$ cat src/mcpwm_pkg.sv
// Purpose : shared constants and types for the four-channel pulse width generator
// Assumes : core clock of 25 MHz, commands from logic on the same clock
// Notes   : duty in hundredths of a percent, frequency in whole hertz
package mcpwm_pkg;

    // ---------------------------------------------------------------
    // clock and ranges
    // ---------------------------------------------------------------
    localparam int unsigned CORE_CLK_HZ = 25_000_000;
    localparam int unsigned NUM_CH      = 4;
    localparam int unsigned CH_W        = 2;
    localparam int unsigned DUTY_W      = 14;
    localparam int unsigned FREQ_W      = 16;
    localparam int unsigned PER_W       = 20;   // 25e6/50 = 500000 fits
    localparam int unsigned NUM_W       = 33;   // period * 10000 fits
    localparam int unsigned REM_W       = 16;
    localparam int unsigned STEP_W      = 6;

    localparam logic [FREQ_W-1:0] FREQ_MIN_HZ = 16'h0032;  // 50 Hz
    localparam logic [FREQ_W-1:0] FREQ_MAX_HZ = 16'hC350;  // 50 kHz
    localparam logic [DUTY_W-1:0] DUTY_FULL   = 14'h2710;  // 10000 = 100.00 %
    localparam logic [STEP_W-1:0] DIV_LAST    = 6'h20;     // 33 divide steps

    // ---------------------------------------------------------------
    // output pin mapping: digital output 5..8 -> channel index
    // ---------------------------------------------------------------
    localparam logic [CH_W-1:0] PIN5_CH = 2'h2;  // channel 3
    localparam logic [CH_W-1:0] PIN6_CH = 2'h3;  // channel 4
    localparam logic [CH_W-1:0] PIN7_CH = 2'h0;  // channel 1
    localparam logic [CH_W-1:0] PIN8_CH = 2'h1;  // channel 2

    typedef enum logic [1:0] {
        ST_IDLE,
        ST_DIV_PER,
        ST_DIV_HI
    } mcpwm_state_e;

endpackage

$ cat src/mcpwm_chan.sv
// Purpose : one pulse width channel: period counter with double-buffered settings
// Assumes : per and hi are valid in the cycle that load is high
// Notes   : a period of zero means the channel is idle and its output is low
`timescale 1ns/1ps
module mcpwm_chan #(
    parameter int unsigned PER_W = mcpwm_pkg::PER_W
) (
    input  wire logic             i_clk,
    input  wire logic             i_rst_n,
    input  wire logic             i_ce,
    input  wire logic             i_load,
    input  wire logic [PER_W-1:0] i_per,
    input  wire logic [PER_W-1:0] i_hi,
    output logic                  o_pwm
);
    import mcpwm_pkg::*;

    logic [PER_W-1:0] per_q, per_d, hi_q, hi_d, cnt_q, cnt_d;
    logic [PER_W-1:0] pper_q, pper_d, phi_q, phi_d;
    logic             pend_q, pend_d, out_q, out_d;
    logic             bound;

    // ---------------------------------------------------------------
    // counter and shadow settings
    // ---------------------------------------------------------------
    // new settings wait for the period boundary so no pulse is cut short
    always_comb begin
        per_d  = per_q;
        hi_d   = hi_q;
        pper_d = pper_q;
        phi_d  = phi_q;
        pend_d = pend_q;
        cnt_d  = cnt_q + PER_W'(1);
        bound  = (per_q == '0) || (cnt_q == per_q - PER_W'(1));
        if (i_load) begin
            pper_d = i_per;
            phi_d  = i_hi;
            pend_d = 1'b1;
        end
        if (bound) begin
            cnt_d = '0;
            if (i_load) begin                           // newest write wins at the edge
                per_d  = i_per;
                hi_d   = i_hi;
                pend_d = 1'b0;
            end else if (pend_q) begin
                per_d  = pper_q;
                hi_d   = phi_q;
                pend_d = 1'b0;
            end
        end
        // high for a cycles then low for b; hi 0 never high, hi = per never low
        out_d = (per_d != '0) && (cnt_d < hi_d);
    end

    // settings and counter registers; a low clock enable freezes them
    always_ff @(posedge i_clk) begin
        if (!i_rst_n) begin
            per_q  <= '0;
            hi_q   <= '0;
            pper_q <= '0;
            phi_q  <= '0;
            pend_q <= 1'b0;
            cnt_q  <= '0;
            out_q  <= 1'b0;
        end else if (i_ce) begin
            per_q  <= per_d;
            hi_q   <= hi_d;
            pper_q <= pper_d;
            phi_q  <= phi_d;
            pend_q <= pend_d;
            cnt_q  <= cnt_d;
            out_q  <= out_d;
        end
    end

    assign o_pwm = out_q;

endmodule

$ cat src/mcpwm_top.sv
// Contract
// - four independent channels, each with its own frequency and duty.
// - channels drive outputs five to eight; channel 3 on five, 2 on eight.
// - duty is an integer in hundredths of a percent, 0 to 10000.
// - frequency selectable from 50 Hz up to 50 kHz.
// - low-end frequency error under 0.01 percent.
// - frequency error under 0.5 percent at 10 kHz.
// - output on for a, off for b, repeating; period a+b, duty a/(a+b).
//
// Purpose : command decoder and period/high-time computation for four channels
// Assumes : command inputs come from logic on I_CORE_CLK
// Notes   : one command takes about 67 cycles to compute; ready is low meanwhile
`timescale 1ns/1ps
module mcpwm_top
    import mcpwm_pkg::*;
#(
    parameter int unsigned CLK_HZ = mcpwm_pkg::CORE_CLK_HZ
) (
    input  wire logic                          I_CORE_CLK,
    input  wire logic                          I_RST_N,
    input  wire logic                          I_CE,
    input  wire logic                          I_CMD_VALID,
    input  wire logic [mcpwm_pkg::CH_W-1:0]    I_CMD_CHANNEL,
    input  wire logic [mcpwm_pkg::DUTY_W-1:0]  I_CMD_DUTY,
    input  wire logic [mcpwm_pkg::FREQ_W-1:0]  I_CMD_FREQ_HZ,
    output logic                               O_CMD_READY,
    output logic                               O_DOUT5,
    output logic                               O_DOUT6,
    output logic                               O_DOUT7,
    output logic                               O_DOUT8
);
    import mcpwm_pkg::*;

    // ---------------------------------------------------------------
    // helpers
    // ---------------------------------------------------------------
    // keep requests inside the documented range rather than reject them
    function automatic logic [FREQ_W-1:0] clamp_freq(input logic [FREQ_W-1:0] f);
        if (f < FREQ_MIN_HZ)
            return FREQ_MIN_HZ;
        if (f > FREQ_MAX_HZ)
            return FREQ_MAX_HZ;
        return f;
    endfunction

    // a duty above full scale is taken as always on
    function automatic logic [DUTY_W-1:0] clamp_duty(input logic [DUTY_W-1:0] d);
        return (d > DUTY_FULL) ? DUTY_FULL : d;
    endfunction

    // both divide passes end on the same step count
    function automatic logic last_step(input logic [STEP_W-1:0] s);
        return s == DIV_LAST;
    endfunction

    // one restoring step: returns {quotient bit, new remainder}
    function automatic logic [REM_W:0] div_step(input logic [REM_W-1:0] rem,
                                                input logic             nbit,
                                                input logic [FREQ_W-1:0] den);
        logic [REM_W:0] trial;
        trial = {rem, nbit};
        if (trial >= {1'b0, den})
            return {1'b1, REM_W'(trial - {1'b0, den})};
        return {1'b0, trial[REM_W-1:0]};
    endfunction

    // ---------------------------------------------------------------
    // command and divider state
    // ---------------------------------------------------------------
    // one command runs two restoring divisions back to back:
    //   pass one : period  = CLK_HZ / freq          (33 steps)
    //   pass two : on time = period * duty / 10000  (33 steps)
    // both quotients truncate, so the period is short by less than one
    // core cycle; at 10 kHz that stays under 0.04 percent of the period.
    // the serial divider costs 66 cycles per command but needs no wide
    // divide array; commands are rare next to the waveform periods.
    // ready stays low for the whole computation and a valid seen while
    // ready is low is simply ignored, nothing is queued.
    // the load strobe to the channel and the rise of ready share an edge,
    // so a follow-up command can never overtake the one still pending.
    // only one divider serves all four channels; a channel that is not
    // addressed keeps its settings and its counter untouched.
    //
    mcpwm_state_e      st_q, st_d;
    logic [STEP_W-1:0] step_q, step_d;
    logic [REM_W-1:0]  rem_q, rem_d;
    logic [NUM_W-1:0]  num_q, num_d, quo_q, quo_d;
    logic [FREQ_W-1:0] den_q, den_d;
    logic [CH_W-1:0]   ch_q, ch_d;
    logic [DUTY_W-1:0] duty_q, duty_d;
    logic [PER_W-1:0]  per_q, per_d, hi_q, hi_d;
    logic [NUM_CH-1:0] load_q, load_d;
    logic              ready_q, ready_d;
    logic [REM_W:0]    st_res;
    logic [NUM_W-1:0]  quo_nx;

    // the whole command is taken in one cycle, duty and frequency together
    always_comb begin
        st_d    = st_q;
        step_d  = step_q + STEP_W'(1);
        rem_d   = rem_q;
        num_d   = {num_q[NUM_W-2:0], 1'b0};
        quo_d   = quo_q;
        den_d   = den_q;
        ch_d    = ch_q;
        duty_d  = duty_q;
        per_d   = per_q;
        hi_d    = hi_q;
        load_d  = '0;
        ready_d = ready_q;
        st_res  = div_step(rem_q, num_q[NUM_W-1], den_q);
        quo_nx  = {quo_q[NUM_W-2:0], st_res[REM_W]};
        case (st_q)
            ST_IDLE: begin
                step_d  = '0;
                num_d   = num_q;
                ready_d = 1'b1;                                     // idle means ready
                if (I_CMD_VALID && ready_q) begin
                    ch_d    = I_CMD_CHANNEL;
                    duty_d  = clamp_duty(I_CMD_DUTY);
                    den_d   = clamp_freq(I_CMD_FREQ_HZ);
                    num_d   = NUM_W'(CLK_HZ);
                    rem_d   = '0;
                    quo_d   = '0;
                    ready_d = 1'b0;
                    st_d    = ST_DIV_PER;
                end
            end
            ST_DIV_PER: begin
                rem_d = st_res[REM_W-1:0];
                quo_d = quo_nx;
                if (last_step(step_q)) begin
                    // exact integer period: truncation is at most one cycle
                    per_d  = quo_nx[PER_W-1:0];
                    num_d  = NUM_W'(quo_nx[PER_W-1:0]) * NUM_W'(duty_q);
                    den_d  = FREQ_W'(DUTY_FULL);
                    rem_d  = '0;
                    quo_d  = '0;
                    step_d = '0;
                    st_d   = ST_DIV_HI;
                end
            end
            ST_DIV_HI: begin
                rem_d = st_res[REM_W-1:0];
                quo_d = quo_nx;
                if (last_step(step_q)) begin
                    hi_d            = quo_nx[PER_W-1:0];            // a = period*duty/10000
                    load_d[ch_q]    = 1'b1;
                    ready_d         = 1'b1;
                    st_d            = ST_IDLE;
                end
            end
            default: begin
                st_d    = ST_IDLE;
                ready_d = 1'b1;
            end
        endcase
    end

    // command registers; a low clock enable holds every bit
    always_ff @(posedge I_CORE_CLK) begin
        if (!I_RST_N) begin
            st_q    <= ST_IDLE;
            step_q  <= '0;
            rem_q   <= '0;
            num_q   <= '0;
            quo_q   <= '0;
            den_q   <= '0;
            ch_q    <= '0;
            duty_q  <= '0;
            per_q   <= '0;
            hi_q    <= '0;
            load_q  <= '0;
            ready_q <= 1'b0;     // ready rises one cycle after reset release
        end else if (I_CE) begin
            st_q    <= st_d;
            step_q  <= step_d;
            rem_q   <= rem_d;
            num_q   <= num_d;
            quo_q   <= quo_d;
            den_q   <= den_d;
            ch_q    <= ch_d;
            duty_q  <= duty_d;
            per_q   <= per_d;
            hi_q    <= hi_d;
            load_q  <= load_d;
            ready_q <= ready_d;
        end
    end

    // ready leaves straight from its flop
    assign O_CMD_READY = ready_q;

    // ---------------------------------------------------------------
    // channels
    // ---------------------------------------------------------------
    logic [NUM_CH-1:0] pwm;

    // each channel keeps its own settings and counter
    for (genvar g = 0; g < NUM_CH; g++) begin : g_ch
        mcpwm_chan #(
            .PER_W (PER_W)
        ) u_chan (
            .i_clk   (I_CORE_CLK),
            .i_rst_n (I_RST_N),
            .i_ce    (I_CE),
            .i_load  (load_q[g]),
            .i_per   (per_q),
            .i_hi    (hi_q),
            .o_pwm   (pwm[g])
        );
    end

    // ---------------------------------------------------------------
    // output pins
    // ---------------------------------------------------------------

    // pins are plain wires from the channel output flops
    assign O_DOUT5 = pwm[PIN5_CH];
    assign O_DOUT6 = pwm[PIN6_CH];
    assign O_DOUT7 = pwm[PIN7_CH];
    assign O_DOUT8 = pwm[PIN8_CH];

endmodule

$ cat config.mk
export PLATFORM = sky130hd
export DESIGN_NAME = mcpwm_top
export DESIGN_NICKNAME = d
export VERILOG_FILES = /design/src/mcpwm_pkg.sv /design/src/mcpwm_chan.sv /design/src/mcpwm_top.sv
export SDC_FILE = /design/constraint.sdc
export NUM_CORES = 2
export LEC_CHECK = 0
export ABC_CLOCK_PERIOD_IN_PS = 23200
export BUFFER_PORTS_ARGS = -buffer_cell sky130_fd_sc_hd__buf_2
export CORE_MARGIN = 2
export CORE_UTILIZATION = 60
export CTS_BUF_LIST = sky130_fd_sc_hd__clkbuf_8
export DETAILED_ROUTE_END_ITERATION = 8
export PLACE_DENSITY = 0.76
export SLEW_MARGIN = 5
export SYNTH_ARGS = -nofsm -noshare
export SYNTH_HDL_FRONTEND = slang
export SYNTH_SLANG_ARGS = --single-unit
$ cat constraint.sdc
create_clock -name I_CORE_CLK -period 23.2 [get_ports I_CORE_CLK]
set_input_delay 4.64 -clock I_CORE_CLK [delete_from_list [all_inputs] [get_ports I_CORE_CLK]]
set_output_delay 4.64 -clock I_CORE_CLK [all_outputs]
set_load 0.01 [all_outputs]
==> out/metrics.cfg <==
[status]
outcome = finished clean

[detailed_routing]
drt_pass1_iterations = 6
vias_per_cell = 6.115
wl_met2_um = 52160
route.detailed.drc = 0
postRouteAntennaNets = 0
wl_um = 114600
num_vias = 36880
drt-wirelength-per-cell_um = 19.01
drtIter0Drc = 3826
wl_met3_um = 9525
maxUsedRoutingLayer = met4
wirelength_met1_um = 47810

[critical_path]
reg2reg_setup_slack_ns = 14.47
rr_worst_depth = 30
worstPathMaxFanout = 28
crit_cells = 30
path_delay_family = compound AO/OA/AOI/OAI gates
max_stage_delay_ns = 0.82
r2r-start = den_q[1]
arrival_ns = 9.32
start_kind = flop
critPathSlowestCell = o31ai_1
crit_path_end_kind = flop
path_class = reg2reg
cp_num_buf_inv = 5
r2r_end = num_q[32]
cp.required_ns = 23.79

[sta]
rsz0062_at_grt = false
fin_crit_ns = 8.734
hold_viol_final = 0
clock_skew_ns = 0.03737
holdWs_ns = 0.4540
fmax_ghz = 0.1145
slew-limit-headroom_pct = 12.31
setup_tns_ns = 0
setup_viol_count_final = 0
worstMarginPinSlew_ns = 1.311
layout_worst_path_cycle_share_pct = 37.65
slew_viol_final = 0

[synthesis]
async_flop_share_pct = 0
syn_inst = 5310
syn-cell-area_um2 = 40990
synth-edff-count = 0
yosysTopAreaCell = dfxtp_1
ys_top_cells_by_area = dfxtp_1 27%, fa_1 10%, nand2_1 8.9%
synth_area_per_cell_um2 = 7.719
ys_seq_area_share_pct = 27.40
ys.flop_type = dfxtp_1
yosys_warnings = 0
ys_types = 89
syn_nets = 5758
synth-seq-cells = 561
synth_top_area_share_pct = 27.40

[global_route]
grt_pass1_wl_um = 185200
grt_pass1_vias = 34850
grt_use_total_pct = 32.33
grt_start_max_net_pins = 86
grt_overflow_total = 0
grt_antenna_before_repair = 2

[clocking]
cts_resized = 0
cts_root_buffer = clkbuf_8
cts_tree = built
ctsHtreeMaxLevel = 3
insertion_delay_ns = 0.73
clock_sinks = 561
ctsHoldBuffers = 0
cts_buffers = 98
clockBufferDepth = 3
cts_setup_buffers = 0
clk_pin_slew_ns = 0.06

[hold_path]
whs_path_depth = 2
hp-start = g_ch[2].u_chan.pper_q[19]
hold_class = reg2reg
min_to = g_ch[2].u_chan.pper_q[19]

[floorplanning]
initial_utilization_pct = 60.82
placementRows = 95
core_um2 = 67400
dieArea_um2 = 70420
die_h_um = 265.4
die_w_um = 265.4
top_level_ports = 41

[power_and_ir_drop]
cellPowerDensity_nw_per_um2 = 46.94
p_int_uw = 1505
power_leakage_uw = 0.01730
combPwrFrac_pct = 6.2
p_sw_share_pct = 25.68
p_seq_share_pct = 48.3
vdd_drop_max_uv = 44.90
p_sw_uw = 520.0
power_frac_clock_pct = 45.5

[finish]
nets = 5540
drive_gt1_share_pct = 6.323
nFillCells = 5766
areaGrowthSynthToFinish_pct = 5.241
layout.cells.non_filler = 6031

[job]
drv_cap = 0

[placed_design]
io_buffers = 40
dpl.hpwl_um = 77980
dp.cells = 5865
routabilityCongestion = 0.9033

[cells by family after synthesis]
family | Yosys count | synth area share [%]
and+or+nand+nor | 2043 | 22.75
AOI/OAI and AO/OA | 1128 | 16.57
buffers and inverters | 738 | 6.960
DFF | 561 | 27.40
adders and majority gates | 412 | 16.48
muxes | 228 | 5.574
xor gates and xnor gates | 200 | 4.274
[layer usage]
layer	up-vias	GRT usage (%)
met5	-	0
met4	0	14.93
met3	284	4.851
met2	1485	52.04
met1	17620	42.94
li1	17490	-
[power by group through the flow]
stage	clock network [uW]	registers (uW)	logic, uW
finish	921	979	125
detailed placement	0	999	123
floorplan	0	995	91.2
global route	971	979	135
global placement	0	999	122
CTS	930	979	124
[through the flow]
stage	instance area [um2]	total power [uW]	worst slack [ns]	util, %
after floorplan	40990	1086	15.67	-
after global placement	41190	1121	14.91	61.12
after detailed placement	41190	1122	14.61	61.12
after CTS	43130	2032	14.57	64.00
after global routing	43140	2085	13.86	64.00
final	43140	2025	14.47	64.01
[cell usage in the layout (no fill, tap or decap), types with 110 or more instances in the layout]
cell      count
a21oi_1     468
ha_1        199
and2_1      110
dfxtp_1     554
fa_1        213
nand2_1     975
xnor2_1     133
mux2i_1     226
clkbuf_8    119
nor2_1      412
inv_1       336
o21ai_0     273
[state kept, by name, indices dropped and copies added, names as in the netlist, 14 cells and up]
name	cells
g_ch.u_chan.phi_q	80
den_q	16
duty_q	14
per_q	20
num_q	33
rem_q	16
g_ch.u_chan.hi_q	80
g_ch.u_chan.pper_q	80
hi_q	20
g_ch.u_chan.cnt_q	80
quo_q	19
g_ch.u_chan.per_q	80
[cell type report]
cell class                 count  area [um2]  area share [%]
clock inverter                45       300.3          0.6961
multi-input combinational   4011       26950           62.46
sequential                   561       11240           26.05
antenna                        2       5.005         0.01160
clock buffer                 119        1638           3.797
tap                          873        1092           2.532
timing repair buffer         114       760.7           1.763
inverter                     306        1156           2.680
[worst max path at each step]
stage	start	end	slack, ns
finish	den_q[1]	num_q[32]	14.47
global route	num_q[32]	num_q[32]	13.86
CTS	den_q[1]	num_q[32]	14.57
detailed placement	den_q[1]	num_q[32]	14.61
global placement	den_q[1]	num_q[32]	14.91
floorplan	den_q[1]	num_q[32]	15.67
[cell usage after synthesis (all sizes together), types with 39 or more instances]
master,instances
a22oi,52
and2,114
dfxtp,561
fa,213
o21ai,296
xnor2,133
nand3b,53
a21o,39
buf,55
nor4,54
mux2i,226
nand4,39
nand2,977
nand3,82
ha,199
nor2,415
nor3,104
a21oi,470
inv,305
clkbuf,377
and3,47
xor2,67
[worst reg2reg max path, delay by kind of cell (launching register included)]
kind,cells,cell delay (ns)
buffers and inverters,5,0.68
and+or+nand+nor,3,0.43
DFF,1,0.32
adders and majority gates,8,3.10
AOI/OAI and AO/OA,14,4.10
(Power assumes the default switching activity.)
